<file path="config.mk">
export PLATFORM = sky130hd
export DESIGN_NAME = cmpevt_top
export DESIGN_NICKNAME = d
export VERILOG_FILES = /design/src/shared/cmpevt_pkg.sv /design/src/design/cmpevt_top.sv
export SDC_FILE = /design/constraint.sdc
export NUM_CORES = 1
export LEC_CHECK = 0
export ABC_AREA = 1
export ABC_CLOCK_PERIOD_IN_PS = 1300
export BUFFER_PORTS_ARGS = -buffer_cell sky130_fd_sc_hd__clkbuf_2
export CAP_MARGIN = 0
export CORE_ASPECT_RATIO = 0.9
export CORE_UTILIZATION = 35
export CTS_CLUSTER_DIAMETER = 80
export DETAILED_ROUTE_END_ITERATION = 7
export PLACE_DENSITY_LB_ADDON = 0.1
export SLEW_MARGIN = 20
export SYNTH_ARGS = -nofsm -noshare
export SYNTH_HDL_FRONTEND = slang
export SYNTH_SLANG_ARGS = --single-unit
export TNS_END_PERCENT = 20
</file>
<file path="constraint.sdc">
create_clock -name mclk -period 1.3 [get_ports mclk]
set_input_delay 0.13 -clock mclk [delete_from_list [all_inputs] [get_ports mclk]]
set_output_delay 0.13 -clock mclk [all_outputs]
set_load 0.01 [all_outputs]
</file>
<file path="src/shared/cmpevt_pkg.sv">
package cmpevt_pkg;
  localparam int          NUM_CMP          = 3;
  localparam logic [2:0]  ADDR_EXT_CTRL1   = 3'h0;
  localparam logic [2:0]  ADDR_EXT_CTRL2   = 3'h1;
  localparam logic [2:0]  ADDR_EXT_CTRL3   = 3'h2;
  localparam logic [2:0]  ADDR_CTRL1       = 3'h3;
  localparam logic [2:0]  ADDR_CTRL2       = 3'h4;
  localparam logic [2:0]  ADDR_CTRL3       = 3'h5;
  localparam logic [2:0]  ADDR_STATUS      = 3'h6;
  localparam logic [2:0]  ADDR_DIS_LOW     = 3'h7;
  localparam logic [3:0]  ADDR_DIS_HIGH    = 4'h8;
  // extended control fields
  localparam int          BIT_INVERT       = 5;
  localparam int          BIT_PIN_OE       = 4;
  localparam int          BIT_CAPTURE      = 3;
  localparam int          POS_HYST         = 0;
  localparam logic [7:0]  EXT_MASK         = 8'h3f;
  localparam logic [7:0]  EXT1_MASK        = 8'h3f;
  localparam logic [7:0]  EXT23_MASK       = 8'h37;
  // per-comparator control fields
  localparam int          BIT_IRQ_EN       = 6;
  localparam int          POS_SENS         = 4;
  localparam logic [7:0]  CTRL_MASK        = 8'h70;
  // status fields
  localparam int          POS_FLAG         = 5;
  localparam int          POS_LEVEL        = 1;
  localparam logic [7:0]  DIS_HIGH_MASK    = 8'h09;
  localparam logic [7:0]  RESET_VALUE      = 8'h00;
  typedef enum logic [1:0] {
    CMPEVT_SENS_TOGGLE   = 2'h0,
    CMPEVT_SENS_RESERVED = 2'h1,
    CMPEVT_SENS_FALL     = 2'h2,
    CMPEVT_SENS_RISE     = 2'h3
  } cmpevt_sens_type;
  typedef struct packed {
    logic [3:0] addr;
    logic [7:0] wdata;
    logic       wr;
    logic       rd;
  } cmpevt_bus_type;
  typedef struct packed {
    logic [2:0] hyst;
    logic       pin_oe;
    logic       pin_out;
  } cmpevt_analog_type;
endpackage : cmpevt_pkg

</file>
<file path="src/design/cmpevt_top.sv">
// Local design decisions: the plain strobed port and the address map.
module cmpevt_top
  import cmpevt_pkg::*;
(
  input  wire logic                        mclk,
  input  wire logic                        reset_n,
  input  wire cmpevt_pkg::cmpevt_bus_type  bus,
  output logic [7:0]                       rdata,
  input  wire logic [2:0]                  cmp_raw,
  output cmpevt_pkg::cmpevt_analog_type    analog1,
  output cmpevt_pkg::cmpevt_analog_type    analog2,
  output cmpevt_pkg::cmpevt_analog_type    analog3,
  input  wire logic                        timer_capture_edge_select,
  output logic                             timer_capture_event,
  output logic                             timer_capture_routed,
  input  wire logic [2:0]                  irq_ack,
  output logic [2:0]                       irq_req,
  output logic [2:0]                       conv_trigger,
  input  wire logic [7:0]                  pin_raw_low,
  input  wire logic [7:0]                  pin_raw_high,
  output logic [7:0]                       pin_in_low,
  output logic [7:0]                       pin_in_high,
  output logic [7:0]                       buf_enable_low,
  output logic [7:0]                       buf_enable_high
);
  import cmpevt_pkg::*;

  logic [7:0] ext_ctrl [NUM_CMP];
  logic [7:0] ctrl     [NUM_CMP];
  logic [7:0] dis_low;
  logic [7:0] dis_high;
  logic [2:0] flag;
  logic [2:0] sync1;
  logic [2:0] sync2;
  logic [2:0] level_q;
  logic [2:0] level;
  logic [2:0] hit;
  logic [2:0] next_flag;
  logic [7:0] psync1_low;
  logic [7:0] psync2_low;
  logic [7:0] psync1_high;
  logic [7:0] psync2_high;
  logic       cap_prev;
  logic       cap_src;

  function automatic logic sens_hit(input logic [1:0] sel, input logic now, input logic was);
    case (cmpevt_sens_type'(sel))
      CMPEVT_SENS_TOGGLE: sens_hit = now ^ was;
      CMPEVT_SENS_FALL:   sens_hit = was & ~now;
      CMPEVT_SENS_RISE:   sens_hit = now & ~was;
      default:            sens_hit = 1'b0;
    endcase
  endfunction : sens_hit

  wire wr_status = bus.wr && (bus.addr == {1'b0, ADDR_STATUS});

  always_ff @(posedge mclk)
  begin
    if (!reset_n)
    begin
      sync1   <= 3'h0;
      sync2   <= 3'h0;
      level_q <= 3'h0;
    end
    else
    begin
      sync1   <= cmp_raw;
      sync2   <= sync1;
      level_q <= level;
    end
  end

  always_comb
  begin
    for (int i = 0; i < NUM_CMP; i++)
      level[i] = sync2[i] ^ ext_ctrl[i][BIT_INVERT];
  end

  // register writes
  always_ff @(posedge mclk)
  begin
    if (!reset_n)
    begin
      for (int i = 0; i < NUM_CMP; i++)
      begin
        ext_ctrl[i] <= RESET_VALUE;
        ctrl[i]     <= RESET_VALUE;
      end
      dis_low  <= RESET_VALUE;
      dis_high <= RESET_VALUE;
    end
    else if (bus.wr)
    begin
      case (bus.addr)
        {1'b0, ADDR_EXT_CTRL1}: ext_ctrl[0] <= bus.wdata & EXT1_MASK;
        {1'b0, ADDR_EXT_CTRL2}: ext_ctrl[1] <= bus.wdata & EXT23_MASK;
        {1'b0, ADDR_EXT_CTRL3}: ext_ctrl[2] <= bus.wdata & EXT23_MASK;
        {1'b0, ADDR_CTRL1}:     ctrl[0] <= bus.wdata & CTRL_MASK;
        {1'b0, ADDR_CTRL2}:     ctrl[1] <= bus.wdata & CTRL_MASK;
        {1'b0, ADDR_CTRL3}:     ctrl[2] <= bus.wdata & CTRL_MASK;
        {1'b0, ADDR_DIS_LOW}:   dis_low <= bus.wdata;
        ADDR_DIS_HIGH:          dis_high <= bus.wdata & DIS_HIGH_MASK;
        default:                ;
      endcase
    end
  end

  // event flags; a new event beats a clear in the same cycle
  always_comb
  begin
    for (int i = 0; i < NUM_CMP; i++)
    begin
      hit[i] = sens_hit(ctrl[i][POS_SENS +: 2], level[i], level_q[i]);
      next_flag[i] = flag[i];
      if (wr_status && bus.wdata[POS_FLAG + i])
        next_flag[i] = 1'b0;
      if (irq_ack[i] && ctrl[i][BIT_IRQ_EN])
        next_flag[i] = 1'b0;
      if (hit[i])
        next_flag[i] = 1'b1;
    end
  end

  always_ff @(posedge mclk)
  begin
    if (!reset_n)
      flag <= 3'h0;
    else
      flag <= next_flag;
  end

  assign irq_req[0] = flag[0] & ctrl[0][BIT_IRQ_EN];
  assign irq_req[1] = flag[1] & ctrl[1][BIT_IRQ_EN];
  assign irq_req[2] = flag[2] & ctrl[2][BIT_IRQ_EN];
  assign conv_trigger = flag;

  always_ff @(posedge mclk)
  begin
    if (!reset_n)
    begin
      analog1 <= '0;
      analog2 <= '0;
      analog3 <= '0;
    end
    else
    begin
      analog1 <= '{ext_ctrl[0][POS_HYST +: 3], ext_ctrl[0][BIT_PIN_OE], ext_ctrl[0][BIT_PIN_OE] & level[0]};
      analog2 <= '{ext_ctrl[1][POS_HYST +: 3], ext_ctrl[1][BIT_PIN_OE], ext_ctrl[1][BIT_PIN_OE] & level[1]};
      analog3 <= '{ext_ctrl[2][POS_HYST +: 3], ext_ctrl[2][BIT_PIN_OE], ext_ctrl[2][BIT_PIN_OE] & level[2]};
    end
  end

  // gated source, zero when route is off
  assign cap_src = ext_ctrl[0][BIT_CAPTURE] & level[0];
  // interrupt masking stays in the timer
  assign timer_capture_routed = ext_ctrl[0][BIT_CAPTURE];

  always_ff @(posedge mclk)
  begin
    if (!reset_n)
    begin
      cap_prev            <= 1'b0;
      timer_capture_event <= 1'b0;
    end
    else
    begin
      cap_prev            <= cap_src;
      timer_capture_event <= ext_ctrl[0][BIT_CAPTURE] &&
                             (timer_capture_edge_select ? (cap_src & ~cap_prev) : (~cap_src & cap_prev));
    end
  end

  // port pin synchronisers
  always_ff @(posedge mclk)
  begin
    if (!reset_n)
    begin
      psync1_low  <= 8'h00;
      psync2_low  <= 8'h00;
      psync1_high <= 8'h00;
      psync2_high <= 8'h00;
    end
    else
    begin
      psync1_low  <= pin_raw_low;
      psync2_low  <= psync1_low;
      psync1_high <= pin_raw_high;
      psync2_high <= psync1_high;
    end
  end

  always_ff @(posedge mclk)
  begin
    if (!reset_n)
    begin
      pin_in_low  <= 8'h00;
      pin_in_high <= 8'h00;
    end
    else
    begin
      pin_in_low  <= psync2_low & ~dis_low;
      pin_in_high <= psync2_high & ~dis_high;
    end
  end
  assign buf_enable_low  = ~dis_low;
  assign buf_enable_high = ~dis_high;

  always_ff @(posedge mclk)
  begin
    if (!reset_n)
      rdata <= 8'h00;
    else if (bus.rd)
    begin
      case (bus.addr)
        {1'b0, ADDR_EXT_CTRL1}: rdata <= ext_ctrl[0];
        {1'b0, ADDR_EXT_CTRL2}: rdata <= ext_ctrl[1];
        {1'b0, ADDR_EXT_CTRL3}: rdata <= ext_ctrl[2];
        {1'b0, ADDR_CTRL1}:     rdata <= ctrl[0];
        {1'b0, ADDR_CTRL2}:     rdata <= ctrl[1];
        {1'b0, ADDR_CTRL3}:     rdata <= ctrl[2];
        {1'b0, ADDR_STATUS}:    rdata <= {flag, 1'b0, sync2, 1'b0};
        {1'b0, ADDR_DIS_LOW}:   rdata <= dis_low;
        ADDR_DIS_HIGH:          rdata <= dis_high;
        default:                rdata <= 8'h00;
      endcase
    end
    else
      rdata <= 8'h00;
  end

  property p_flag_set;
    @(posedge mclk) disable iff (!reset_n) hit[0] |=> flag[0];
  endproperty
  a_flag_set: assert property (p_flag_set) else $error("event did not set flag");

  property p_w1c;
    @(posedge mclk) disable iff (!reset_n)
      (wr_status && bus.wdata[POS_FLAG + 1] && !hit[1]) |=> !flag[1];
  endproperty
  a_w1c: assert property (p_w1c) else $error("write one did not clear flag");

  property p_w0_keeps;
    @(posedge mclk) disable iff (!reset_n)
      (flag[2] && !(wr_status && bus.wdata[POS_FLAG + 2]) && !irq_ack[2]) |=> flag[2];
  endproperty
  a_w0_keeps: assert property (p_w0_keeps) else $error("flag lost without clear");

  property p_ack_clear;
    @(posedge mclk) disable iff (!reset_n)
      (irq_ack[0] && ctrl[0][BIT_IRQ_EN] && !hit[0]) |=> !flag[0];
  endproperty
  a_ack_clear: assert property (p_ack_clear) else $error("ack did not clear flag");

  property p_irq_gate;
    @(posedge mclk) disable iff (!reset_n) irq_req[1] |-> (flag[1] && ctrl[1][BIT_IRQ_EN]);
  endproperty
  a_irq_gate: assert property (p_irq_gate) else $error("irq without enable and flag");

  property p_no_route;
    @(posedge mclk) disable iff (!reset_n) !ext_ctrl[0][BIT_CAPTURE] |=> !timer_capture_event;
  endproperty
  a_no_route: assert property (p_no_route) else $error("capture event with route off");

  property p_rise_capture;
    @(posedge mclk) disable iff (!reset_n)
      (ext_ctrl[0][BIT_CAPTURE] && timer_capture_edge_select && cap_src && !cap_prev) |=> timer_capture_event;
  endproperty
  a_rise_capture: assert property (p_rise_capture) else $error("rising capture missed");

  property p_level_read;
    @(posedge mclk) disable iff (!reset_n)
      (bus.rd && bus.addr == {1'b0, ADDR_STATUS}) |=> rdata[POS_LEVEL +: 3] == $past(sync2);
  endproperty
  a_level_read: assert property (p_level_read) else $error("level readback wrong");

  property p_pin_off;
    @(posedge mclk) disable iff (!reset_n) (dis_low[0] && $past(dis_low[0])) |-> !pin_in_low[0];
  endproperty
  a_pin_off: assert property (p_pin_off) else $error("disabled pin reads one");

  property p_pin_oe;
    @(posedge mclk) disable iff (!reset_n) analog1.pin_out |-> analog1.pin_oe;
  endproperty
  a_pin_oe: assert property (p_pin_oe) else $error("pin driven while disabled");

  property p_invert_pin;
    @(posedge mclk) disable iff (!reset_n)
      (ext_ctrl[1][BIT_PIN_OE] && ext_ctrl[1][BIT_INVERT]) |=> analog2.pin_out == !$past(sync2[1]);
  endproperty
  a_invert_pin: assert property (p_invert_pin) else $error("inverted pin level wrong");

  property p_fall_capture;
    @(posedge mclk) disable iff (!reset_n)
      (ext_ctrl[0][BIT_CAPTURE] && !timer_capture_edge_select && !cap_src && cap_prev) |=> timer_capture_event;
  endproperty
  a_fall_capture: assert property (p_fall_capture) else $error("falling capture missed");

  property p_hyst_code;
    @(posedge mclk) disable iff (!reset_n)
      1'b1 |=> analog3.hyst == $past(ext_ctrl[2][POS_HYST +: 3]);
  endproperty
  a_hyst_code: assert property (p_hyst_code) else $error("hysteresis code not passed on");

  property p_reserved_sens;
    @(posedge mclk) disable iff (!reset_n) (ctrl[2][POS_SENS +: 2] == 2'h1) |-> !hit[2];
  endproperty
  a_reserved_sens: assert property (p_reserved_sens) else $error("reserved sensitivity flagged");

  property p_high_off;
    @(posedge mclk) disable iff (!reset_n) (dis_high[3] && $past(dis_high[3])) |-> !pin_in_high[3];
  endproperty
  a_high_off: assert property (p_high_off) else $error("disabled high pin reads one");

  c_flag1: cover property (@(posedge mclk) disable iff (!reset_n) hit[0] ##1 flag[0]);
  c_capture: cover property (@(posedge mclk) disable iff (!reset_n) timer_capture_event);
  c_ack: cover property (@(posedge mclk) disable iff (!reset_n) irq_req[2] ##1 irq_ack[2]);
endmodule : cmpevt_top

</file>
After elaboration in Yosys (flattened, before gate mapping). Memories as Yosys holds them, arrays and structs flattened. Index checks and enable logic that the tools add are counted.

Flip-flop bits (word level): 95. Memory bits (writable): 27. Bits of input ports: 39. Output and inout port bits: 63. Word-level logic and storage cells: 144. Memories kept: 2.

Memory list: ext_ctrl (words 3, width 6, rd ports 3, clocked after memory_dff 0, wr ports 3, RTL line cmpevt_top.sv:28) `logic [7:0] ext_ctrl [NUM_CMP];`; ctrl (words 3, width 3, rd ports 3, clocked after memory_dff 0, wr ports 3, RTL line cmpevt_top.sv:29) `logic [7:0] ctrl [NUM_CMP];`.

Equality and inequality tests: 14. Mux-type cells: 45. Bitwise operators: 39. Reduce and logical (&&, ||, !) cells: 18.

Operator list (number): case mux 8 bit (9 select lines) (1); 2-to-1 mux 1 bit (35); 2-to-1 mux 6 bit (3); bitwise AND 8 bit (2); == test 4 x 3 -> 1 bit, second input constant (4); bitwise AND 1 bit (15); == test 2 bit, second input constant (6); 2-to-1 mux 3 bit (3); case mux 1 bit (3 select lines) (3); nonzero test 3 bit (3); == test 4 x 2 -> 1 bit, second input constant (2); logical AND 1 bit (8); inverter 1 bit (8); inverter 4 -> 8 bit (1); inverter 8 bit (1); zero test 2 bit (3); bitwise OR 1 bit (6); AND reduction 2 bit (3); bitwise XOR 1 bit (6); == test 4 x 1 -> 1 bit, second input constant (1); == test 4 bit, second input constant (1); zero test 4 bit (1).

Longest topological paths before layout. Gate-level depths: netlist of the first run. An unclocked memory read counts as a cell.

Depth after elaboration: 7. Gate-level depth with buffers: 7. Depth with buffers taken out: 7.

Worst setup path after synthesis of the first run. OpenSTA, ideal clock, no wires.

Kind: in2reg. Start: input bus[10] (netlist name). End: memory ext_ctrl[0][0] (netlist name), enable pin. Library setup time: 377 ps. Arrival time: 1037 ps. Required time: 923 ps. Slack: -115 ps. Stages: 3. Buffers on the path: 0. Path through: nor2_1 nand2_1 o21ai_0.

RTL lines: from (decl) (RTL line cmpevt_top.sv:7) `input wire cmpevt_pkg::cmpevt_bus_type bus,`; to (decl) (RTL line cmpevt_top.sv:28).

==> results.txt, run 1 <==
----------------------------------------------------
[Status]
  Run status ... finished, violations left
  Failing checks ... setup timing

[STA]
  Setup repair after global routing missed its margin ... true
  Total negative slack ... -0.0170 ns
  Maximum frequency from static timing analysis ... 764 MHz
  Clock Skews ... 0.00693 ns
  Final setup violation count ... 2
  Setup slack after layout ... -0.00930 ns
  Max Transition Viols Final ... 0
  Final-report hold violation count ... 0
  Shortest clock period the worst path allows after layout ... 1.31 ns
  Final critical-path share of the clock period ... 1.01

[Detailed routing]
  Initial DRC Count ... 134
  Post-route DRC violation count ... 0
  Number of routed nets with antenna violations ... 0
  First-pass iteration count of the detailed router ... 4
  Via count of the routed design ... 3468
  Final routed wirelength across all metal layers ... 10200 um
  Number of vias per cell after detailed routing ... 4.22
  Average wire per standard cell ... 12.4 um

[Yosys]
  Fraction of registers with async set/reset ... 0
  Avg Cell Area, Syn ... 8.61 um^2
  Total of flip-flops plus latches after synthesis ... 120
  Synthesized area ... 4310 um^2
  Number of distinct library cells after synthesis ... 25
  Number of warnings reported in the yosys synthesis log ... 0
  Number of flops mapped to enable cells by yosys ... 25
  Dominant register cell in the synthesized netlist ... dfxtp_1
  Fraction of the yosys area taken by sequential cells ... 0.616
  Most frequently used cell type in the post-synthesis netlist ... nand2_1
  Cell type with the largest total area after synthesis ... dfxtp_1
  Proportion of netlist area held by the largest area contributor ... 0.442
  Gate count of the mapped netlist ... 500
  Top cells by count, synth ... nand2_1, dfxtp_1, inv_1, nor2_1
  Leading post-synthesis cells by cell area ... dfxtp_1, edfxtp_1, nand2_1

[Critical path]
  Required @ worst endpoint ... 1.58 ns
  CP bufs+invs ... 1
  Max Fanout on Critical Path ... 3
  Cell with the most instances on the worst path ... a21oi_1
  Maximum cell stage delay along the critical path ... 0.42 ns
  Critical path class ... reg -> reg
  Endpoint type of the worst setup path ... register
  Setup crit start kind ... register
  CP top delay family ... flip-flops
  Crit path cell chain ... xor2_2 -> inv_1 -> ha_2 -> o21ai_1 -> a21oi_1 -> nor2_1 -> a21oi_1
  Data arrival time of the worst path ... 1.59 ns
  Library cell contributing the largest single delay on the critical path ... edfxtp_1

[Die]
  Die area ... 12800 um^2
  Die Span Y ... 107 um
  Starting density of the core ... 0.358
  Core Area ... 12000 um^2
  Count of pins on the block boundary ... 102
  Rows ... 38
  Die W ... 119 um

[Min path]
  Min-Delay Path Class ... in -> reg

[Final layout]
  Finished Layout Cells ... 821
  Number of antenna cells inserted ... 0
  Total number of nets in the final design ... 694
  Layout Area Growth over Synthesis ... 38.6%
  Final instance area ... 5970 um^2
  Utilization after layout ... 0.496
  Fraction of layout instances using a drive strength above 1 ... 0.254
  Fillcell total ... 1179

[Power]
  PD cells ... 1590 nW/um^2
  Worst voltage drop across the vdd grid ... 0.882 mV
  Static Leak ... 3.15 nW

[Global routing]
  Overall overflow remaining after global route ... 0
  Largest net degree at the start of global routing ... 21
  Via count of the first global-routing pass ... 3345
  Antenna violations before repair ... 0
  Global-route wire length before repair ... 16300 um
  GRT Overall Usage ... 0.172

[Clock network]
  Total CTS buffers ... 17
  Clock Sinks ... 120
  Clock latency on the worst-skew pair ... 0.40 ns
  Level count of the clock H-tree ... 4
  Clock tree from TritonCTS ... done
  Maximum number of buffers from clock root to sink ... 2
  Root buffer cell ... clkbuf_16
  Clock transition at the registers of the reported paths ... 0.05 ns

[Placed design]
  Inst Count DP ... 766
  Detailed placer's ending HPWL ... 7410 um
  Cell area reported after detailed placement ... 5090 um^2
  Final weighted congestion in routability-driven placement ... 0.863
  Number of buffers inserted by port buffering ... 95

[Run]
  Number of max-capacitance violations reported ... 0

----------------------------------------------------
-- metal layers --
layer | vias to the layer above | part of all wire | GRT usage
li1 | 1799 | - | -
met2 | 90 | 0.47 | 0.279
met4 | 0 | 0.0085 | 0.0542
met1 | 1569 | 0.47 | 0.209
met5 | - | 0 | 0
met3 | 10 | 0.056 | 0.0681
-- final cells by class --
cell class,count,area [um^2],share of cell area
Clock buffer,21,493,0.0826
Clock inverter,10,115,0.0193
Inverter,96,360,0.0604
Multi-Input combinational cell,270,1250,0.209
Sequential cell,120,2650,0.444
Tap cell,160,200,0.0335
Timing Repair Buffer,144,903,0.151
-- report_power, final --
part / switching, W / internal (W) / total (W) / leakage [nW]
Combinational: 0.000383 / 0.000313 / 0.000695 / 1.83
Sequential: 0.000101 / 0.00399 / 0.00409 / 1.02
Clock: 0.00163 / 0.00309 / 0.00471 / 0.299
-- worst register-to-register path: stages (launching register included) --
cell	delay [ns]
edfxtp_1	0.42
xor2_2	0.20
inv_1	0.08
ha_2	0.17
o21ai_1	0.10
a21oi_1	0.05
nor2_1	0.10
a21oi_1	0.06
-- cell families (layout without fill, tap and decap cells) --
family	count (synthesis)	after routing	synth area share
and+or+nand+nor	213	213	0.199
adders and majority gates	6	6	0.0174
xor gates and xnor gates	3	3	0.00610
AOI/OAI and AO/OA	42	42	0.0511
buffers and inverters	115	271	0.109
DFF	120	120	0.616
other	1	6	0.000871
-- state kept, by name (all words and copies together), names as in the netlist, 2 cells and up --
register      count
dis_low           8
analog1           5
conv_trigger      3
psync1_high       8
sync2             3
psync2_high       8
ctrl              9
psync2_low        8
level_q           3
ext_ctrl         16
analog2           5
dis_high          2
pin_in_low        8
rdata             8
psync1_low        8
sync1             3
analog3           5
pin_in_high       8
-- through the flow --
| step | setup slack [ns] | total power, W | hold WS (ns) |
|---|---|---|---|
| after floorplan | -0.0217 | 0.00448 | 0.228 |
| after global placement | -0.0600 | 0.00477 | 0.310 |
| after detailed placement | -0.142 | 0.00478 | 0.317 |
| after CTS | -0.0272 | 0.00959 | 0.0210 |
| after global routing | -0.104 | 0.00988 | 0.0235 |
| final | -0.00930 | 0.00950 | 0.0340 |
-- cell usage in the layout, fill, tap and decap left out, types with 2 or more instances in the layout --
| master | n |
|---|---|
| nand2_1 | 127 |
| dfxtp_1 | 95 |
| clkbuf_2 | 95 |
| inv_1 | 94 |
| nor2_1 | 52 |
| buf_4 | 29 |
| nand3_1 | 25 |
| edfxtp_1 | 25 |
| clkbuf_16 | 19 |
| dlygate4sd3_1 | 19 |
| a21oi_1 | 18 |
| o21ai_0 | 15 |
| conb_1 | 6 |
| o21ai_1 | 4 |
| nand2_2 | 3 |
| a21boi_0 | 3 |
| ha_1 | 3 |
| clkinv_2 | 3 |
| clkinv_4 | 3 |
| xor2_2 | 2 |
| nand4_1 | 2 |
| ha_2 | 2 |
| bufinv_16 | 2 |
-- worst paths after layout --
path                   start         endpoint  slack, ns  cells past startpoint
min                   bus[9]       dis_low[7]       0.03                      3
min reg2reg   psync1_high[1]   psync2_high[1]       0.41                      2
max          ext_ctrl[0][17]  conv_trigger[2]     -0.009                      7
max reg2reg  ext_ctrl[0][17]  conv_trigger[2]     -0.009                      7
-- repair_timing --
item                                    in CTS  in global routing
hold buffers                                19                  0
hold endpoints to repair                    19                  0
buffers inserted                             4                  1
pin swaps                                    5                  4
resized for setup                            8                  3
endpoints found under the setup margin       3                  7
Power figures use the tool's default switching activity.
==> run 2: changes to the inputs <==
==> constraint.sdc (replaced) <==
create_clock -name mclk -period 1.3 [get_ports mclk]
set_input_delay 0.065 -clock mclk [delete_from_list [all_inputs] [get_ports mclk]]
set_output_delay 0.065 -clock mclk [all_outputs]
set_load 0.01 [all_outputs]
==> results.txt, run 2 (same netlist as run 1, synthesis figures left out) <==
----------------------------------------------------
[Status]
  Run status ... finished, violations left (unchanged)
  Failing checks ... setup timing (unchanged)

[Clock network]
  Clock transition at the registers of the reported paths ... 0.05 ns (about the same)
  Clock latency on the worst-skew pair ... 0.41 ns (was 0.40 ns)
  Maximum number of buffers from clock root to sink ... 2 (unchanged)
  Clock Sinks ... 120 (unchanged)
  Total CTS buffers ... 17 (unchanged)
  Level count of the clock H-tree ... 4 (unchanged)
  Clock tree from TritonCTS ... done (unchanged)
  Root buffer cell ... clkbuf_16 (unchanged)

[STA]
  Shortest clock period the worst path allows after layout ... 1.35 ns (was 1.31 ns)
  Maximum frequency from static timing analysis ... 739 MHz (was 764 MHz)
  Final setup violation count ... 2 (unchanged)
  Final critical-path share of the clock period ... 1.04 (was 1.01)
  Final-report hold violation count ... 0 (unchanged)
  Max Transition Viols Final ... 0 (unchanged)
  Setup repair after global routing missed its margin ... true (unchanged)
  Clock Skews ... 0.00879 ns (was 0.00693 ns)
  Setup slack after layout ... -0.0532 ns (was -0.00930 ns)
  Worst hold margin ... 0.0124 ns (was 0.0340 ns)

[Final layout]
  Most common cell after layout, fill and taps aside ... nand2_1 (unchanged)
  Top register by number of flip-flops ... ext_ctrl (unchanged)
  Biggest regs ... ext_ctrl: 16 flops, ctrl: 9 flops (unchanged)
  Fraction of layout instances using a drive strength above 1 ... 0.234 (was 0.254)
  Number of antenna cells inserted ... 0 (unchanged)
  Final instance area ... 5990 um^2 (was 5970 um^2)
  Layout Area Growth over Synthesis ... 39.1% (was 38.6%)
  Max reg flops ... 16 (unchanged)
  Top library cells by usage in the layout, fill and taps aside ... nand2_1, inv_1, dfxtp_1, clkbuf_2, nor2_1 (was nand2_1, dfxtp_1, clkbuf_2)
  Utilization after layout ... 0.498 (was 0.496)
  Finished Layout Cells ... 823 (was 821)
  Total number of nets in the final design ... 696 (was 694)

[Critical path]
  Data arrival time of the worst path ... 1.64 ns (was 1.59 ns)
  Cells on worst reg2reg path ... 7 (unchanged)
  Setup crit start kind ... register (unchanged)
  Crit path cell chain ... xor2_2 -> inv_1 -> ha_2 -> o21ai_2 -> a21oi_2 -> nor2_1 -> a21oi_1 (was xor2_2 -> inv_1 -> ha_2 -> o21ai_1 -> a21oi_1 -> nor2_1 -> a21oi_1)
  Critical path class ... reg -> reg (unchanged)
  Endpoint type of the worst setup path ... register (unchanged)
  FF-to-FF Start ... ext_ctrl[0][17] (unchanged)
  Worst R2R End ... conv_trigger[2] (unchanged)
  Maximum cell stage delay along the critical path ... 0.42 ns (about the same)
  R2R Setup Slk ... -0.05 ns (was -0.009 ns)
  Required @ worst endpoint ... 1.59 ns (was 1.58 ns)
  Max Fanout on Critical Path ... 3 (unchanged)
  Library cell contributing the largest single delay on the critical path ... edfxtp_1 (unchanged)

[Die]
  Starting density of the core ... 0.358 (unchanged)
  Die Span Y ... 107 um (unchanged)
  Core Area ... 12000 um^2 (unchanged)
  Rows ... 38 (unchanged)
  Count of pins on the block boundary ... 102 (unchanged)
  Die W ... 119 um (unchanged)
  Die area ... 12800 um^2 (unchanged)

[Detailed routing]
  Final routed wirelength across all metal layers ... 9930 um (was 10200 um)
  First-pass iteration count of the detailed router ... 5 (was 4)
  Number of vias per cell after detailed routing ... 4.19 (was 4.22)
  Number of routed nets with antenna violations ... 0 (unchanged)
  Average wire per standard cell ... 12.1 um (was 12.4 um)
  Post-route DRC violation count ... 0 (unchanged)
  Initial DRC Count ... 152 (was 134)
  Via count of the routed design ... 3446 (was 3468)

[Min path]
  Hold Path Origin ... bus[4] (was bus[9])
  WHS Endpoint ... dis_low[2] (was dis_low[7])
  Hold depth ... 3 (unchanged)
  Min-Delay Path Class ... in -> reg (unchanged)

[Global routing]
  Via count of the first global-routing pass ... 3260 (was 3345)
  Antenna violations before repair ... 0 (unchanged)
  Global-route wire length before repair ... 15800 um (was 16300 um)
  GRT Overall Usage ... 0.169 (was 0.172)
  Overall overflow remaining after global route ... 0 (unchanged)
  Largest net degree at the start of global routing ... 50 (was 21)

[Run]
  Number of max-capacitance violations reported ... 0 (unchanged)

[Power]
  Static Leak ... 3.14 nW (was 3.15 nW)
  Worst voltage drop across the vdd grid ... 0.925 mV (was 0.882 mV)
  PD cells ... 1570 nW/um^2 (was 1590 nW/um^2)

[Placed design]
  Detailed placer's ending HPWL ... 7010 um (was 7410 um)
  Number of buffers inserted by port buffering ... 95 (unchanged)
  Cell area reported after detailed placement ... 5040 um^2 (was 5090 um^2)
  Final weighted congestion in routability-driven placement ... 0.852 (was 0.863)
  Inst Count DP ... 759 (was 766)

----------------------------------------------------
## run 2: changes by cell type in the layout (fill, tap and decap cells not counted), sizes merged
cell	before	now
clkinv	7	4
buf	30	21
bufinv	2	1
clkbuf	116	121
inv	96	95
dlygate4sd3	19	30
## run 2: metrics by stage
step | setup WS [ns] | setup TNS [ns] | power [W]
2_1_floorplan | -0.0217 | -0.0217 | 0.00448
3_3_place_gp | -0.138 | -0.233 | 0.00475
3_5_place_dp | -0.225 | -0.443 | 0.00475
4_1_cts | -0.0617 | -0.100 | 0.00950
5_1_grt | -0.143 | -0.327 | 0.00978
6_report | -0.0532 | -0.0838 | 0.00938
## run 2: area by class of cell
type / count / area, um^2
clock buffer: 26 / 542
timing repair buffer: 146 / 946
tap: 160 / 200
fill: 1187 / 6040
clock inverter: 5 / 56.3
sequential: 120 / 2650
inverter: 96 / 360
multi-input combinational: 270 / 1230
## run 2: what timing repair did
action / in CTS / in global routing
hold buffers: 30 / 0
setup endpoints to repair: 3 / 3
resized for setup: 6 / 3
buffers inserted: 3 / 0
hold endpoints to repair: 33 / 0
pin swaps: 4 / 0
## run 2: worst max-delay path: cells and delay by family, from the launching register on
kind / cells / cell delay (ns)
AOI/OAI and AO/OA: 3 / 0.23
adders and majority gates: 1 / 0.18
DFF: 1 / 0.42
buffers and inverters: 1 / 0.09
and+or+nand+nor: 1 / 0.09
xor gates and xnor gates: 1 / 0.22
## run 2: worst max path at each step
stage	startpoint	end	slack, ns	cells after the start
detailed placement	ext_ctrl[0][17]	conv_trigger[2]	-0.22	7
global placement	ext_ctrl[0][17]	conv_trigger[2]	-0.14	7
floorplan	ext_ctrl[0][5]	conv_trigger[0]	-0.02	5
global route	ext_ctrl[0][17]	conv_trigger[2]	-0.14	7
finish	ext_ctrl[0][17]	conv_trigger[2]	-0.05	7
CTS	ext_ctrl[0][17]	conv_trigger[2]	-0.06	7
## run 2: per-layer routing
layer / wire (um) / vias to the layer above / global-route usage / share of wire
met3: 752 / 14 / 0.0702 / 0.076
li1: - / 1798 / - / -
met2: 4490 / 105 / 0.256 / 0.45
met1: 4540 / 1529 / 0.206 / 0.46
met5: 0 / - / 0 / 0
met4: 153 / 0 / 0.0814 / 0.015
## run 2: where the power goes
| group | leakage [nW] | internal, W | switching [W] |
|---|---|---|---|
| Clock | 0.293 | 0.00304 | 0.00157 |
| Sequential | 1.02 | 0.00399 | 0.0000950 |
| Combinational | 1.83 | 0.000307 | 0.000376 |
==> run 3: changes to the inputs <==
--- a/config.mk
+++ b/config.mk
@@ -14,6 +14,7 @@
 export CTS_CLUSTER_DIAMETER = 80
 export DETAILED_ROUTE_END_ITERATION = 7
 export PLACE_DENSITY_LB_ADDON = 0.1
+export SETUP_SLACK_MARGIN = 0.5
 export SLEW_MARGIN = 20
 export SYNTH_ARGS = -nofsm -noshare
 export SYNTH_HDL_FRONTEND = slang
==> results.txt, run 3 (same netlist as run 1, synthesis figures left out) <==
----------------------------------------------------
[STA]
  Final setup violation count ... 2 (unchanged)
  Setup slack after layout ... -0.0962 ns (was -0.0532 ns)
  Max Transition Viols Final ... 0 (unchanged)
  Clock Skews ... 0.00423 ns (was 0.00879 ns)
  Final-report hold violation count ... 0 (unchanged)
  Final critical-path share of the clock period ... 1.07 (was 1.04)
  Maximum frequency from static timing analysis ... 716 MHz (was 739 MHz)
  Setup repair after global routing missed its margin ... true (unchanged)
  Shortest clock period the worst path allows after layout ... 1.40 ns (was 1.35 ns)

[Final layout]
  Sequential cell area in the final layout ... 2690 um^2 (was 2650 um^2)
  Top library cells by usage in the layout, fill and taps aside ... nand2_1, inv_1, dfxtp_1 (was nand2_1, inv_1, dfxtp_1, clkbuf_2, nor2_1)
  Total number of nets in the final design ... 714 (was 696)
  Max reg flops ... 16 (unchanged)
  Fraction of layout instances using a drive strength above 1 ... 0.374 (was 0.234)
  Layout Area Growth over Synthesis ... 52.6% (was 39.1%)
  Biggest regs ... ext_ctrl: 16 flops, ctrl: 9 flops (unchanged)
  Finished Layout Cells ... 842 (was 823)
  Number of antenna cells inserted ... 0 (unchanged)
  Utilization after layout ... 0.546 (was 0.498)
  Final instance area ... 6570 um^2 (was 5990 um^2)
  Fillcell total ... 1133 (was 1187)
  Most common cell after layout, fill and taps aside ... nand2_1 (unchanged)
  Top register by number of flip-flops ... ext_ctrl (unchanged)
  Multi-input logic area ... 1400 um^2 (was 1230 um^2)

[Run]
  Number of max-capacitance violations reported ... 0 (unchanged)

[Detailed routing]
  Post-route DRC violation count ... 0 (unchanged)
  Number of routed nets with antenna violations ... 0 (unchanged)
  Average wire per standard cell ... 12.7 um (was 12.1 um)
  Final routed wirelength across all metal layers ... 10700 um (was 9930 um)
  Initial DRC Count ... 148 (was 152)
  Number of vias per cell after detailed routing ... 4.24 (was 4.19)
  First-pass iteration count of the detailed router ... 6 (was 5)
  Via count of the routed design ... 3573 (was 3446)

[Die]
  Rows ... 38 (unchanged)
  Die W ... 119 um (unchanged)
  Die area ... 12800 um^2 (unchanged)
  Count of pins on the block boundary ... 102 (unchanged)
  Die Span Y ... 107 um (unchanged)
  Starting density of the core ... 0.358 (unchanged)
  Core Area ... 12000 um^2 (unchanged)

[Clock network]
  Clock transition at the registers of the reported paths ... 0.06 ns (was 0.05 ns)
  Clock latency on the worst-skew pair ... 0.41 ns (about the same)
  Maximum number of buffers from clock root to sink ... 2 (unchanged)
  Level count of the clock H-tree ... 4 (unchanged)
  Clock Sinks ... 120 (unchanged)
  Root buffer cell ... clkbuf_16 (unchanged)
  Total CTS buffers ... 17 (unchanged)
  Clock tree from TritonCTS ... done (unchanged)

[Power]
  Worst voltage drop across the vdd grid ... 1.08 mV (was 0.925 mV)
  PD cells ... 1450 nW/um^2 (was 1570 nW/um^2)
  Static Leak ... 3.38 nW (was 3.14 nW)

[Critical path]
  FF-to-FF Start ... ext_ctrl[0][17] (unchanged)
  Required @ worst endpoint ... 1.59 ns (about the same)
  Max Fanout on Critical Path ... 3 (unchanged)
  Cells on worst reg2reg path ... 7 (unchanged)
  Maximum cell stage delay along the critical path ... 0.43 ns (was 0.42 ns)
  Endpoint type of the worst setup path ... register (unchanged)
  Worst R2R End ... conv_trigger[2] (unchanged)
  Cell with the most instances on the worst path ... a21oi_1
  Setup crit start kind ... register (unchanged)
  Data arrival time of the worst path ... 1.69 ns (was 1.64 ns)
  Library cell contributing the largest single delay on the critical path ... edfxtp_1 (unchanged)
  Crit path cell chain ... xor2_2 -> inv_2 -> ha_4 -> o21ai_1 -> a21oi_1 -> nor2_1 -> a21oi_1 (was xor2_2 -> inv_1 -> ha_2 -> o21ai_2 -> a21oi_2 -> nor2_1 -> a21oi_1)
  R2R Setup Slk ... -0.1 ns (was -0.05 ns)
  Critical path class ... reg -> reg (unchanged)

[Min path]
  Min-Delay Path Class ... in -> reg (unchanged)
  WHS Endpoint ... rdata[1] (was dis_low[2])
  Hold Path Origin ... bus[0] (was bus[4])
  Hold depth ... 4 (was 3)

[Global routing]
  Overall overflow remaining after global route ... 0 (unchanged)
  Global-route wire length before repair ... 17100 um (was 15800 um)
  Largest net degree at the start of global routing ... 36 (was 50)
  Via count of the first global-routing pass ... 3486 (was 3260)
  GRT Overall Usage ... 0.181 (was 0.169)
  Antenna violations before repair ... 0 (unchanged)

[Placed design]
  Number of buffers inserted by port buffering ... 95 (unchanged)
  Inst Count DP ... 759 (unchanged)
  Final weighted congestion in routability-driven placement ... 0.832 (was 0.852)
  Post-Place Setup Slack ... -0.116 ns (was -0.225 ns)
  Detailed placer's ending HPWL ... 7390 um (was 7010 um)
  Cell area reported after detailed placement ... 5090 um^2 (was 5040 um^2)

[Status]
  Run status ... finished, violations left (unchanged)
  Failing checks ... setup timing (unchanged)

----------------------------------------------------
-- run 3: worst max path at each step --
stage	from	endpoint	slack, ns	cells past startpoint
3_3_place_gp	ext_ctrl[0][5]	conv_trigger[0]	-0.003	5
3_5_place_dp	ext_ctrl[0][17]	conv_trigger[2]	-0.12	7
4_1_cts	ext_ctrl[0][17]	conv_trigger[2]	-0.05	7
5_1_grt	ext_ctrl[0][17]	conv_trigger[2]	-0.14	7
2_1_floorplan	ext_ctrl[0][5]	conv_trigger[0]	0.05	7
6_report	ext_ctrl[0][17]	conv_trigger[2]	-0.1	7
-- run 3: critical path, delay by kind of cell (launching register included) --
kind            cells  cell delay (ns)
fa+ha+maj           1             0.15
simple gates        1             0.11
xor+xnor            1             0.26
buf+inv             1             0.09
flops               1             0.43
compound gates      3             0.24
-- run 3: through the flow --
stage / power, W / TNS, ns / hold WS [ns]
floorplan: 0.00450 / 0 / 0.163
global placement: 0.00476 / -0.00254 / 0.246
detailed placement: 0.00478 / -0.254 / 0.249
CTS: 0.00953 / -0.0831 / 0.0428
global route: 0.00988 / -0.439 / 0.0814
finish: 0.00953 / -0.131 / 0.0638
-- run 3: cell type report --
| cell class | count | share of cell area |
|---|---|---|
| flip-flops and latches | 120 | 0.410 |
| multi-input cells | 270 | 0.213 |
| repair buffers | 164 | 0.202 |
| clock buffers | 19 | 0.0723 |
| inverters | 96 | 0.0552 |
| well taps | 160 | 0.0305 |
| clock inverters | 13 | 0.0173 |
-- run 3: repair_timing --
| item | in CTS | in global routing |
|---|---|---|
| endpoints found under the hold margin | 33 | 0 |
| pin swaps | 31 | 39 |
| resized for setup | 58 | 136 |
| hold buffers | 31 | 0 |
| setup buffers | 11 | 9 |
| endpoints found under the setup margin | 73 | 114 |
-- run 3: power breakdown --
group          internal (W)  leakage [nW]  switching [W]
clock               0.00286         0.287        0.00173
sequential          0.00399          1.03       0.000102
combinational      0.000404          2.06       0.000434
total               0.00726          3.38        0.00227
-- run 3: metal layers --
metal,share of wire,vias to the layer above,GRT usage
li1,-,1840,-
met1,0.48,1617,0.231
met2,0.44,96,0.272
met3,0.056,20,0.0495
met4,0.022,0,0.108
met5,0,-,0
